$ cat src/include/esw_pkg.sv
/*
 * constants for the encoder switch and led block: register map, field layouts,
 * reset values and timing.
 * assumes a 100 MHz system clock and an apb master with 32-bit data.
 */
package esw_pkg;
	// ***********************************
	// register offsets (byte addresses)
	// ***********************************
	localparam logic [7:0] ESW_CTRL_ADDR = 8'h00;
	localparam logic [7:0] ESW_TMOUT_ADDR = 8'h04;
	localparam logic [7:0] ESW_STATUS_ADDR = 8'h08;
	// ***********************************
	// control fields
	// ***********************************
	localparam int ESW_PROG_LSB = 0;
	localparam int ESW_PROG_W = 3;
	localparam int ESW_TP_BIT = 4;
	localparam int ESW_OTHER_NETWORK_ONE_ENABLE_BIT = 5;
	localparam int ESW_EDGE_BIT = 6;
	localparam int ESW_RISE_BIT = 7;
	localparam int ESW_INIT_BIT = 8;
	localparam int ESW_FWUP_BIT = 9;
	localparam int ESW_PORT_BIT = 10;
	localparam int ESW_PILOT_BIT = 11;
	localparam logic [2:0] ESW_PROG_INPUT = 3'h0;
	localparam logic [2:0] ESW_PROG_DEF = 3'h1;
	localparam logic [2:0] ESW_PROG_ONE = 3'h1;
	localparam logic [2:0] ESW_PROG_TWO = 3'h2;
	localparam logic [2:0] ESW_PROG_MAX = 3'h6;
	localparam logic [11:0] ESW_CTRL_RST = 12'h101;
	// ***********************************
	// status fields
	// ***********************************
	localparam int ESW_ST_PROG_LSB = 0;
	localparam int ESW_ST_TA_BIT = 4;
	localparam int ESW_ST_EON_BIT = 5;
	localparam int ESW_ST_PSW_BIT = 6;
	localparam int ESW_ST_TSW_BIT = 7;
	// ***********************************
	// timing
	// ***********************************
	localparam int ESW_CLK_MHZ = 100;
	localparam int ESW_TICK_US = 1000;
	localparam int ESW_TICK_CYC = ESW_TICK_US * ESW_CLK_MHZ;
	localparam int ESW_DEB_MS = 10;
	localparam logic [15:0] ESW_TMOUT_RST = 16'h001e;
endpackage

$ cat src/logic/esw_top.sv
/*
 * front-panel switch inputs and status leds of the data encoder, with an apb
 * register slave.
 * assumes switch inputs synchronous in nature only after the local synchroniser;
 * one clock, no interrupts.
 */
// The APB interface to the registers and the address map were left to the implementer.
`timescale 1ns/100ps
module esw_top import esw_pkg::*; #(
	parameter int TICK_CYC = ESW_TICK_CYC,
	parameter int DEB_TICKS = ESW_DEB_MS
) (
	// clock and reset
	input wire logic ref_clk,
	input wire logic resetn,
	// apb slave
	input wire logic psel,
	input wire logic penable,
	input wire logic pwrite,
	input wire logic [7:0] paddr,
	input wire logic [31:0] pwdata,
	output logic [31:0] prdata,
	output logic pready,
	output logic pslverr,
	// switch inputs
	input wire logic prog_switch_in,
	input wire logic traffic_switch_in,
	// results
	output logic [2:0] active_program,
	output logic traffic_announce_flag,
	output logic other_network_one_traffic_flag,
	output logic led1,
	output logic led2
);
	typedef enum logic [2:0] {
		ESW_IDLE = 3'h1,
		ESW_HELD = 3'h2,
		ESW_WAIT = 3'h4
	} esw_ta_t;

	typedef struct packed {
		logic [11:0] ctrl;
		logic [15:0] tmout;
		logic [1:0] p_sync;
		logic [1:0] t_sync;
		logic [7:0] p_deb;
		logic [7:0] t_deb;
		logic p_clean;
		logic t_clean;
		logic [31:0] tick_cnt;
		logic tick;
		logic [15:0] ta_cnt;
		esw_ta_t ta_st;
		logic ta;
		logic eon;
		logic [2:0] prog;
		logic led1;
		logic led2;
		logic [31:0] prdata;
		logic pready;
		logic pslverr;
	} esw_state_t;

	esw_state_t s;
	esw_state_t next_s;

	function automatic logic [7:0] esw_deb_step(input logic [7:0] cnt, input logic raw, input logic clean,
			input logic tick);
		if (raw == clean)
			return 8'h00;
		else if (tick)
			return cnt + 8'h01;
		else
			return cnt;
	endfunction

	// ***********************************
	// next state
	// ***********************************
	always_comb begin
		logic fall;
		logic rise;
		logic p_new;
		logic t_new;
		logic acc;
		next_s = s;
		fall = 1'b0;
		rise = 1'b0;
		// access taken once; pready blocks a second take
		acc = psel && penable && !s.pready;
		next_s.p_sync = {s.p_sync[0], prog_switch_in};
		next_s.t_sync = {s.t_sync[0], traffic_switch_in};
		// shared ms tick for debounce and timeout
		next_s.tick = (s.tick_cnt == 32'(TICK_CYC - 1));
		next_s.tick_cnt = next_s.tick ? 32'h0 : s.tick_cnt + 32'h1;
		next_s.p_deb = esw_deb_step(s.p_deb, s.p_sync[1], s.p_clean, s.tick);
		next_s.t_deb = esw_deb_step(s.t_deb, s.t_sync[1], s.t_clean, s.tick);
		p_new = s.p_clean;
		t_new = s.t_clean;
		if (s.p_deb == 8'(DEB_TICKS)) begin
			p_new = s.p_sync[1];
			next_s.p_deb = 8'h00;
		end
		if (s.t_deb == 8'(DEB_TICKS)) begin
			t_new = s.t_sync[1];
			next_s.t_deb = 8'h00;
		end
		fall = s.t_clean && !t_new;
		rise = !s.t_clean && t_new;
		next_s.p_clean = p_new;
		next_s.t_clean = t_new;
		// program set
		if (s.ctrl[ESW_PROG_LSB +: ESW_PROG_W] == ESW_PROG_INPUT)
			next_s.prog = p_new ? ESW_PROG_ONE : ESW_PROG_TWO;
		else
			next_s.prog = s.ctrl[ESW_PROG_LSB +: ESW_PROG_W];
		// traffic switch
		if (s.ctrl[ESW_TP_BIT]) begin
			next_s.eon = s.eon;
			if (!s.ctrl[ESW_EDGE_BIT]) begin
				next_s.ta = !t_new;
				next_s.ta_st = ESW_IDLE;
			end else begin
				unique case (s.ta_st)
					ESW_IDLE: begin
						if (fall) begin
							next_s.ta = 1'b1;
							next_s.ta_cnt = 16'h0;
							next_s.ta_st = ESW_HELD;
						end else
							next_s.ta = 1'b0;
					end
					ESW_HELD: begin
						if (rise && s.ctrl[ESW_RISE_BIT]) begin
							next_s.ta = 1'b0;
							next_s.ta_st = ESW_IDLE;
						end else if (s.tick) begin
							next_s.ta_cnt = s.ta_cnt + 16'h1;
							if (s.ta_cnt + 16'h1 >= s.tmout) begin
								next_s.ta = 1'b0;
								next_s.ta_st = ESW_WAIT;
							end
						end
					end
					// no rearm until the switch is released
					ESW_WAIT: begin
						next_s.ta = 1'b0;
						if (t_new)
							next_s.ta_st = ESW_IDLE;
					end
					default: next_s.ta_st = ESW_IDLE;
				endcase
			end
		end else if (s.ctrl[ESW_OTHER_NETWORK_ONE_ENABLE_BIT]) begin
			next_s.eon = !t_new;
			next_s.ta_st = ESW_IDLE;
		end else
			next_s.ta_st = ESW_IDLE;
		// leds
		if (s.ctrl[ESW_INIT_BIT]) begin
			next_s.led1 = 1'b0;
			next_s.led2 = 1'b1;
		end else if (s.ctrl[ESW_FWUP_BIT]) begin
			next_s.led1 = 1'b1;
			next_s.led2 = 1'b0;
		end else begin
			next_s.led1 = s.ctrl[ESW_PORT_BIT];
			next_s.led2 = s.ctrl[ESW_PILOT_BIT];
		end
		// apb
		next_s.pready = acc;
		next_s.pslverr = 1'b0;
		if (acc) begin
			unique case (paddr)
				ESW_CTRL_ADDR: begin
					next_s.prdata = {20'h0, s.ctrl};
					if (pwrite) begin
						next_s.ctrl = pwdata[11:0];
						// out-of-range set keeps the old selection
						if (pwdata[ESW_PROG_LSB +: ESW_PROG_W] > ESW_PROG_MAX)
							next_s.ctrl[ESW_PROG_LSB +: ESW_PROG_W] = s.ctrl[ESW_PROG_LSB +: ESW_PROG_W];
					end
				end
				ESW_TMOUT_ADDR: begin
					next_s.prdata = {16'h0, s.tmout};
					if (pwrite)
						next_s.tmout = pwdata[15:0];
				end
				ESW_STATUS_ADDR: begin
					next_s.prdata = {24'h0, s.t_clean, s.p_clean, s.eon, s.ta, 1'b0, s.prog};
					next_s.pslverr = pwrite;
				end
				default: begin
					next_s.prdata = 32'h0;
					next_s.pslverr = 1'b1;
				end
			endcase
		end else
			next_s.prdata = 32'h0;
	end

	// ***********************************
	// state register
	// ***********************************
	always_ff @(posedge ref_clk or negedge resetn) begin
		if (!resetn) begin
			s <= '0;
			s.ctrl <= ESW_CTRL_RST;
			s.tmout <= ESW_TMOUT_RST;
			s.p_sync <= 2'h3;
			s.t_sync <= 2'h3;
			s.p_clean <= 1'b1;
			s.t_clean <= 1'b1;
			s.ta_st <= ESW_IDLE;
			s.prog <= ESW_PROG_DEF;
			s.led2 <= 1'b1;
		end else
			s <= next_s;
	end

	assign prdata = s.prdata;
	assign pready = s.pready;
	assign pslverr = s.pslverr;
	assign active_program = s.prog;
	assign traffic_announce_flag = s.ta;
	assign other_network_one_traffic_flag = s.eon;
	assign led1 = s.led1;
	assign led2 = s.led2;
endmodule // esw_top
$ cat config.mk
export PLATFORM = sky130hd
export DESIGN_NAME = esw_top
export DESIGN_NICKNAME = d
export VERILOG_FILES = /design/src/include/esw_pkg.sv /design/src/logic/esw_top.sv
export SDC_FILE = /design/constraint.sdc
export NUM_CORES = 1
export LEC_CHECK = 0
export BUFFER_PORTS_ARGS = -buffer_cell sky130_fd_sc_hd__buf_2
export CORE_MARGIN = 10
export CORE_UTILIZATION = 50
export CTS_CLUSTER_DIAMETER = 60
export DETAILED_ROUTE_END_ITERATION = 10
export PLACE_DENSITY = 0.74
export SYNTH_ARGS = -nofsm -noshare
export SYNTH_HDL_FRONTEND = slang
export SYNTH_SLANG_ARGS = --single-unit
export TNS_END_PERCENT = 50
$ cat constraint.sdc
create_clock -name ref_clk -period 4.29 [get_ports ref_clk]
set_input_delay 0.2145 -clock ref_clk [delete_from_list [all_inputs] [get_ports ref_clk]]
set_output_delay 0.2145 -clock ref_clk [all_outputs]
set_load 0.02 [all_outputs]
Word-level counts from Yosys, hierarchy flattened
Index checks and enable logic that the tools add are counted.
{"block": "totals", "ff_bits": 143, "input_bits": 47, "output_inout_bits": 41, "elab_cells": 99}
{"block": "classes", "n_addsub": 4, "magnitude_cmp": 2, "n_eq_ne": 20, "mux": 29, "bitwise": 2, "reduce_logical": 21}
{"cell": "32-bit 2-to-1 mux", "n": 2}
{"cell": "8-bit 2-to-1 mux", "n": 6}
{"cell": "16-bit one-hot mux with 3 select lines", "n": 1}
{"cell": "32-bit by 1-bit adder with 32-bit output, second input constant", "n": 1}
{"cell": "32-bit by 17-bit == test with 1-bit output, second input constant", "n": 1}
{"cell": "16-bit one-hot mux with 2 select lines", "n": 1}
{"cell": "8-bit by 4-bit == test with 1-bit output, second input constant", "n": 3}
{"cell": "20-bit 2-to-1 mux", "n": 1}
{"cell": "19-bit 2-to-1 mux", "n": 1}
{"cell": "16-bit by 1-bit adder with 16-bit output, second input constant", "n": 1}
{"cell": "8-bit by 1-bit adder with 8-bit output, second input constant", "n": 2}
{"cell": "16-bit greater-or-equal comparator", "n": 1}
{"cell": "16-bit 2-to-1 mux", "n": 1}
{"cell": "4-bit inequality test, second input constant", "n": 4}
{"cell": "4-bit 2-to-1 mux", "n": 3}
{"cell": "4-bit AND reduction", "n": 3}
{"cell": "5-bit inequality test, second input constant", "n": 2}
{"cell": "3-bit 2-to-1 mux", "n": 3}
{"cell": "3-bit one-hot mux with 3 select lines", "n": 1}
{"cell": "8-bit by 3-bit == test with 1-bit output, second input constant", "n": 1}
{"cell": "8-bit zero test", "n": 1}
{"cell": "2-bit 2-to-1 mux", "n": 3}
{"cell": "2-bit inequality test, second input constant", "n": 3}
{"cell": "3-bit AND reduction", "n": 2}
{"cell": "other kinds (18)", "n": 30}

Logic depth before layout (Yosys ltp)
Gate-level depths: netlist of run 1.
{"block": "depth", "word_depth": 8, "mapped_depth": 12, "ltp_nobuf": 11}

Worst setup path after synthesis of run 1
OpenSTA, ideal clock, no wires.
{"block": "synth_timing", "path_type": "reg-to-reg", "start": "register s[46] (netlist name)", "end": "register s, in the netlist traffic_announce_flag", "setup_ns": 0.128, "arrival_ns": 2.847, "t_required_ns": 4.162, "path_slack_ns": 1.315, "stages_incl_launch_ff": 13, "path_buffers": 1, "synth_period_minus_slack_ns": 2.975, "path_cell_list": "dfrtp_1 > and3_1 > buf_2 > nand4_1 > nor2_1 > nand3_1 > xnor2_1 > ha_1 > a211oi_1 > nor2_1 > a2111o_1 > o21ai_2 > mux2_1"}
{"block": "synth_via", "elab_chain_cells": 4}
{"element": "start: declaration", "line_no": "esw_top.sv:64", "source": "esw_state_t s;"}
{"element": "start signal: assignment", "line_no": "esw_top.sv:218", "source": "s <= next_s;"}
{"element": "16-bit by 1-bit adder with 16-bit output", "line_no": "esw_top.sv:139", "source": "if (s.ta_cnt + 16'h1 >= s.tmout) begin"}
{"element": "16-bit greater-or-equal comparator", "line_no": "esw_top.sv:139"}
{"element": "4-bit inequality test (no source line)"}
{"element": "4-bit AND reduction (no source line)"}
Every way passes these cells.
A chain may end at the register's enable or synchronous reset.

Worst setup path after layout of run 1
Same ends and word-level chain as after synthesis.

==> flow_metrics.tcl, run 1 <==
set metrics [dict create \
    tightest_slew_ps 902 \
    post_drt_wl_per_cell_um 16.2 \
    antenna_cells 0 \
    clk_pin_slew_ps 60 \
    synth.most_common_cell "dfrtp_1" \
    hold_class "in2reg" \
    num_vias 4485 \
    relSlewSlack_pct 39.3 \
    cts_root_buf "clkbuf_16" \
    yosys-top-cells-count "112 x dfrtp_1, 66 x nor2_1, 36 x buf_4" \
    yosys.area.top_type_share_pct 42.4 \
    die_height_um 135 \
    cap_violations 0 \
    fin_crit_sh_pct 80.3 \
    die_area_mm2 0.0182 \
    p_total_mw 2.92 \
    area_delta_synth_final_pct 13.4 \
    maxSlewViolCount 0 \
    tritoncts "built" \
    grt_max_degree 72 \
    setup.worst_path.class "reg2reg" \
    io_buffers 55 \
    synth_edf_count 0 \
    leakage_nw 3.60 \
    synth_area_per_cell_um2 10.9 \
    cts_made_buffers 17 \
    synthTopCellsByArea "dfrtp_1 42%, dfstp_2 6.0%, xnor2_1 4.2%" \
    antenna_found_initial 0 \
    drcViolationCount 0 \
    critPathArrivalTime_ps 3740 \
    cts_sinks 127 \
    syn_area_mm2 0.00661 \
    hold_viol 0 \
    route.detailed.vias_per_inst 5.38 \
    synthArstFlopShare_pct 100 \
    drt_iter0_drc 305 \
    ant_nets 0 \
    peakVddDrop_v 0.000266 \
    cp_max_fo 6 \
    post-place-ws_ps 843 \
    seqCellArea_mm2 0.00320 \
    clk_path_buf_depth 2 \
    status "complete, no violations" \
    nets 717 \
    multi_input_area_mm2 0.00300 \
    crit_chain "and3_1, nand4_1, nor2_1, nand3_1, xnor2_1, ha_1, a211oi_1, nor2_1, a2111o_1, o21ai_2, mux2_1" \
    setup_violations 0 \
    setup_slack_ps 846 \
    end_kind "flip-flop" \
    wl_um 13500 \
    core_area_mm2 0.0128 \
    n_fill_cell 1073 \
    clk_latency_ps 410 \
    fmax_ghz 0.290 \
    grt_pass1_wl_um 22900 \
    synth-seq-area-share_pct 48.4 \
    ys_seq_elements 127 \
    ys.flop_type "dfrtp_1" \
    initial_utilization_pct 51.7 \
    synth_cells 606 \
    rows 41 \
    grt_setup_unrepaired "false" \
    required_ps 4590 \
    crit_path_start_kind "flip-flop" \
    grt_pass1_vias 4642 \
    period_needed_ps 3440 \
    drt_first_pass_iters 5 \
    ys_warn_count 0 \
    yosysTopAreaCell "dfrtp_1" \
    cp_slowest_cell "dfrtp_1" \
    drive_gt1_share_pct 20.6 \
    fin_tns_setup_ps 0 \
    clock-skew-final_ps 5.73 \
    htreeDepth 4 \
    grt-ovfl-total 0 \
    die_x_um 135 \
    globalplace.congestion 0.801 \
    globalRouteTotalUtil_pct 15.4 \
    synth_cell_type_count 69 \
    pin_count 88 \
    cp_common_cell "nor2_1" \
    critical_path.max_stage_delay_ps 420 \
    powerDensity_mw_per_mm2 390 \
    dp_hpwl_um 9600 \
]
[routing by layer]
| metal | routed length (µm) | GRT usage, % | vias to the layer above |
|---|---|---|---|
| met3 | 667 | 4.60 | 15 |
| met2 | 6890 | 25.8 | 96 |
| met4 | 227 | 5.44 | 0 |
| met5 | 0 | 0 | - |
| li1 | - | - | 2146 |
| met1 | 5710 | 18.3 | 2228 |
[kinds of logic after synthesis]
kind of cell / count (synthesis) / synth area share, %
simple gates: 198 / 16.2
flops: 127 / 48.4
buf+inv: 80 / 7.12
compound gates: 78 / 8.99
xor+xnor: 60 / 7.95
mux: 40 / 7.12
fa+ha+maj: 22 / 4.17
other cells: 1 / 0.0568
[flip-flops by register name, summed over array words and instances (netlist names)]
register                        flops
s                                 100
prdata                             16
active_program                      3
next_s                              2
led1                                1
led2                                1
other_network_one_traffic_flag      1
pready                              1
pslverr                             1
traffic_announce_flag               1
[critical path: cells and delay by family, from the launching register on]
kind / cells / cell delay, ps
fa+ha+maj: 1 / 300
mux: 1 / 320
flops: 1 / 420
simple gates: 5 / 1300
xor+xnor: 1 / 160
compound gates: 3 / 820
[per-stage QoR]
step | hold WS, ps | area, µm² | util [%] | instances
CTS | 16.1 | 7490 | 58.6 | 833
global route | 21.3 | 7490 | 58.6 | 833
global placement | 325 | 6810 | 53.3 | 798
floorplan | -81.1 | 6660 | - | 621
finish | 27.2 | 7490 | 58.6 | 833
detailed placement | 328 | 6810 | 53.3 | 798
[power breakdown]
| group | switching, mW | internal (mW) |
|---|---|---|
| Combinational | 0.0790 | 0.0337 |
| Clock | 0.535 | 1.05 |
| Sequential | 0.00929 | 1.21 |
| Total | 0.623 | 2.30 |
[timing repair]
item / CTS / global route
endpoints found under the setup margin: 0 / 0
buffers inserted: 0 / 0
gates resized for setup: 0 / 0
hold endpoints to repair: 60 / 0
hold buffers: 3 / 0
[cells in the final DEF (no fill, tap or decap), types with 6 or more instances in the layout]
cell       instances
clkbuf_16         17
nand4_1           17
mux2_1            15
mux2i_1           14
nor3_1             6
nor2_1            66
nand3_1           27
conb_1            16
dfstp_2           15
dfrtp_1          112
xor2_1            28
o21ai_1           14
xnor2_1           32
o31ai_1            9
and3_1            11
buf_2             54
a21oi_1           15
ha_1              22
mux2_4            10
nand2_1           28
inv_1             26
[path summary, 6_finish.rpt]
kind	startpoint	endpoint	slack (ps)	cells after the start
worst min register to register	next_s[114]$_DFF_PN1_	s[114]$_DFF_PN1_	350	0
max in group asynchronous	resetn	s[139]$_DFFE_PN1P_	2800	3
worst max register to register	s[46]$_DFFE_PN0P_	traffic_announce_flag$_DFFE_PN0P_	850	11
min in group asynchronous	resetn	s[109]$_DFFE_PN0P_	460	2
worst min-delay path	pwdata[12]	s[127]$_DFFE_PN0P_	30	2
worst max-delay path	s[46]$_DFFE_PN0P_	traffic_announce_flag$_DFFE_PN0P_	850	11
[final cells by class]
cell class / count / area share, %
sequential: 127 / 42.7
multi-input combinational: 414 / 40.0
clock buffer: 19 / 5.91
timing repair buffer: 60 / 4.31
tap: 172 / 2.87
clock inverter: 13 / 2.82
inverter: 28 / 1.40
Note: power is estimated with default switching activity, not from simulation.
==> run 2, diff against run 1 <==
Clock period 4.29 ns to 3.6 ns, I/O delays scaled along.
==> flow_metrics.tcl, run 2 (same netlist as run 1, synthesis figures left out) <==
set metrics [dict create \
    finalInstanceArea_mm2 0.00753 \
    drt_iter0_drc 245 \
    regMostFlops "s" \
    globalplace.congestion 0.796 \
    critPathArrivalTime_ps 3560 \
    setup.worst_path.class "reg2reg" \
    dp_hpwl_um 9530 \
    antenna_found_initial 0 \
    core_area_mm2 0.0128 \
    maxSlewViolCount 0 \
    required_ps 3900 \
    hold_viol 0 \
    crit_path_start_kind "flip-flop" \
    fmax_ghz 0.307 \
    cts_sinks 127 \
    num_vias 4509 \
    cts_root_buf "clkbuf_16" \
    route.detailed.vias_per_inst 5.34 \
    fin_crit_sh_pct 90.5 \
    antenna_cells 0 \
    clk_pin_slew_ps 60 \
    die_x_um 135 \
    hold_depth 2 \
    layout_common_cells "112 x dfrtp_1, 66 x nor2_1, 54 x buf_2" \
    area_delta_synth_final_pct 14.0 \
    fin_tns_setup_ps 0 \
    crit_buf_inv 1 \
    r2r_start "s[46]$_DFFE_PN0P_" \
    period_needed_ps 3260 \
    postPlaceCellArea_mm2 0.00683 \
    ant_nets 0 \
    cpLargestDelayFamily "simple AND/OR/NAND/NOR gates" \
    layout_commonest_cell "dfrtp_1" \
    pin_count 88 \
    end_kind "flip-flop" \
    htreeDepth 4 \
    r2r_slack_ps 340 \
    ctsResizeCount 0 \
    nets 728 \
    post_drt_wl_per_cell_um 15.9 \
    initial_utilization_pct 51.7 \
    rows 41 \
    largest_register_ff_count 100 \
    cp-startpoint "s[46]$_DFFE_PN0P_" \
    io_buffers 55 \
    reg2reg_depth 12 \
    die_height_um 135 \
    grt_pass1_wl_um 23300 \
    drt_first_pass_iters 4 \
    clk_latency_ps 420 \
    drcViolationCount 0 \
    cts_made_buffers 17 \
    wl_um 13400 \
    tritoncts "built" \
    timing.rr.end "traffic_announce_flag$_DFFE_PN0P_" \
    globalRouteTotalUtil_pct 15.6 \
    tightest_slew_ps 930 \
    grt-ovfl-total 0 \
    cap_violations 0 \
    crit_chain "and3_1, nand4_1, nor2_1, buf_4, nand3_1, xnor2_1, ha_1, a211oi_1, nor2_1, a2111o_1, o21ai_2, mux2_1" \
    clk_path_buf_depth 2 \
    cp_common_cell "nor2_1" \
    critical_path.max_stage_delay_ps 440 \
    crit_cells 12 \
    relSlewSlack_pct 37.5 \
    grt_pass1_vias 4811 \
    drive_gt1_share_pct 20.2 \
    status "complete, no violations" \
    clock-skew-final_ps 6.83 \
    powerDensity_mw_per_mm2 433 \
    grt_setup_unrepaired "false" \
    grt_max_degree 68 \
    crit_end "traffic_announce_flag$_DFFE_PN0P_" \
    cp_slowest_cell "dfrtp_1" \
    setup_violations 0 \
    hold_class "in2reg" \
    cp_max_fo 6 \
    die_area_mm2 0.0182 \
    peakVddDrop_v 0.000499 \
    leakage_nw 3.61 \
]
run 2: worst min path at each step:
stage / from / to / slack [ps]
finish: pwdata[3] / s[134]$_DFFE_PN0P_ / 10
global route: pwdata[3] / s[134]$_DFFE_PN0P_ / 20
CTS: pwdata[4] / s[119]$_DFFE_PN1P_ / 0.07
detailed placement: prog_switch_in / next_s[114]$_DFF_PN1_ / 290
global placement: prog_switch_in / next_s[114]$_DFF_PN1_ / 290
floorplan: resetn / active_program[1]$_DFF_PN0_ / -120
run 2: report_power, final:
group / internal, mW / leakage, nW / switching (mW)
sequential: 1.45 / 1.70 / 0.0124
combinational: 0.0480 / 1.64 / 0.0931
clock: 1.02 / 0.274 / 0.639
total: 2.51 / 3.61 / 0.744
run 2: area by class of cell:
| cell class | count | area [µm²] |
|---|---|---|
| timing repair buffer | 71 | 443 |
| tap | 172 | 215 |
| fill | 1065 | 5240 |
| inverter | 28 | 105 |
| sequential | 127 | 3200 |
| clock buffer | 19 | 433 |
| multi-input combinational | 414 | 3000 |
| clock inverter | 13 | 141 |
run 2: routing by layer:
| layer | global-route usage [%] | part of all wire [%] | vias up |
|---|---|---|---|
| met3 | 4.56 | 4.2 | 12 |
| li1 | - | - | 2161 |
| met1 | 19.6 | 45 | 2245 |
| met2 | 25.0 | 50 | 91 |
| met4 | 5.38 | 1.0 | 0 |
| met5 | 0 | 0 | - |
run 2: through the flow:
stage          total power, mW  hold slack [ps]  worst slack, ps  std cells  util, %
6_report                  3.26             12.3              341        844     59.0
5_1_grt                   3.37             17.4             87.6        844     59.0
4_1_cts                   3.29           0.0712              364        844     59.0
3_5_place_dp              1.62              289              387        799     53.4
3_3_place_gp              1.61              290              480        799     53.4
2_1_floorplan             1.56             -116              625        621        -
run 2: timing repair:
action / 4_1_cts / 5_1_grt
buffers inserted: 0 / 0
endpoints found under the hold margin: 69 / 0
hold buffers: 13 / 0
==> run 3, diff against run 2 <==
Settings changed: CELL_PAD_IN_SITES_DETAIL_PLACEMENT set to 0, CELL_PAD_IN_SITES_GLOBAL_PLACEMENT set to 1, CORE_UTILIZATION 50 to 46, PLACE_DENSITY 0.74 to 0.83, SLEW_MARGIN set to 5.
==> flow_metrics.tcl, run 3 (same netlist as run 1, synthesis figures left out) <==
set metrics [dict create \
    grt-ovfl-total 0 \
    powerDensity_mw_per_mm2 446 \
    cts_root_buf "clkbuf_16" \
    grt_pass1_wl_um 23500 \
    r2r_slack_ps 370 \
    cp-startpoint "s[46]$_DFFE_PN0P_" \
    hold_viol 0 \
    grt_pass1_vias 4823 \
    rows 43 \
    cts_sinks 127 \
    fmax_ghz 0.309 \
    relSlewSlack_pct 37.7 \
    post_drt_wl_per_cell_um 15.7 \
    hold_class "in2reg" \
    peakVddDrop_v 0.000305 \
    setup.worst_path.class "reg2reg" \
    antenna_found_initial 0 \
    status "complete, no violations" \
    critPathArrivalTime_ps 3530 \
    cp_max_fo 6 \
    regMostFlops "s" \
    maxSlewViolCount 0 \
    period_needed_ps 3230 \
    fin_tns_setup_ps 0 \
    tritoncts "built" \
    crit_path_start_kind "flip-flop" \
    clock-skew-final_ps 6.69 \
    cts_made_buffers 17 \
    io_buffers 55 \
    layout_commonest_cell "dfrtp_1" \
    pin_count 88 \
    drcViolationCount 0 \
    cap_violations 0 \
    min_from "pwdata[0]" \
    globalRouteTotalUtil_pct 14.4 \
    dp_hpwl_um 9590 \
    num_vias 4503 \
    antenna_cells 0 \
    die_x_um 140 \
    area_delta_synth_final_pct 15.1 \
    clk_latency_ps 420 \
    core_area_mm2 0.0140 \
    globalplace.congestion 0.786 \
    leakage_nw 3.65 \
    initial_utilization_pct 47.2 \
    hold_depth 2 \
    drive_gt1_share_pct 20.6 \
    setup_violations 0 \
    finalInstanceArea_mm2 0.00760 \
    grt_max_degree 75 \
    fin_crit_sh_pct 89.8 \
    grt_setup_unrepaired "false" \
    die_height_um 140 \
    postPlaceCellArea_mm2 0.00683 \
    clk_pin_slew_ps 60 \
    r2r_start "s[46]$_DFFE_PN0P_" \
    wl_um 13400 \
    reg2reg_depth 11 \
    die_area_mm2 0.0196 \
    layout_common_cells "112 x dfrtp_1, 66 x nor2_1, 54 x buf_2" \
    nets 731 \
    ctsResizeCount 0 \
    htreeDepth 4 \
    clk_path_buf_depth 2 \
    drt_iter0_drc 260 \
    largest_register_ff_count 100 \
    required_ps 3900 \
    route.detailed.vias_per_inst 5.27 \
    tightest_slew_ps 935 \
    end_kind "flip-flop" \
    drt_first_pass_iters 5 \
    ant_nets 0 \
]
## run 3: changes by cell type in the layout (fill, tap and decap cells not counted), moves of 2 or more
| cell | delta |
|---|---|
| dlygate4sd3_1 | +2 |
| inv_6 | +2 |
| clkinvlp_4 | -3 |
| clkbuf_1 | -2 |
| buf_4 | +2 |
## run 3: final timing paths
kind / to
worst max-delay path: traffic_announce_flag$_DFFE_PN0P_
worst min-delay path: s[115]$_DFFE_PN0P_
worst max register to register: traffic_announce_flag$_DFFE_PN0P_
worst min register to register: s[112]$_DFF_PN1_
max in group asynchronous: s[117]$_DFFE_PN1P_
min in group asynchronous: s[107]$_DFFE_PN0P_
## run 3: power breakdown
group | internal (mW) | switching [mW]
Sequential | 1.45 | 0.0130
Clock | 1.12 | 0.666
Combinational | 0.0485 | 0.0950
## run 3: area by class of cell
class                      instances  area (µm²)
clock buffer                      18         439
clock inverter                    14         181
fill                            1208        6390
inverter                          28         105
multi-input combinational        414        3000
sequential                       127        3200
tap                              180         225
timing repair buffer              74         458
## run 3: per-stage QoR
| stage | hold WS [ps] | worst slack [ps] | power, mW | instances | util [%] |
|---|---|---|---|---|---|
| after detailed placement | 289 | 419 | 1.62 | 808 | 48.8 |
| after floorplan | -116 | 625 | 1.56 | 621 | - |
| after global routing | 20.7 | 172 | 3.52 | 855 | 54.3 |
| final | 27.6 | 366 | 3.39 | 855 | 54.3 |
| after global placement | 288 | 518 | 1.61 | 808 | 48.8 |
| after CTS | 8.70 | 363 | 3.43 | 855 | 54.3 |
## run 3: worst max-delay path: stages (launching register included)
cell and delay, ps:
dfrtp_1 420, and3_1 290, nand4_1 150, nor2_1 360, nand3_1 190, xnor2_1 230
ha_1 280, a211oi_1 260, nor2_1 80, a2111o_1 380, o21ai_2 160, mux2_1 330
## run 3: what timing repair did
item | CTS | global route
endpoints found under the hold margin | 83 | 0
hold buffers | 15 | 0
setup buffers | 0 | 0
## run 3: layer usage
| layer | vias up | wire length (µm) | global-route usage (%) |
|---|---|---|---|
| met2 | 95 | 6540 | 23.3 |
| li1 | 2173 | - | - |
| met4 | 0 | 184 | 4.35 |
| met5 | - | 0 | 0 |
| met3 | 19 | 570 | 4.76 |
| met1 | 2216 | 6150 | 17.7 |
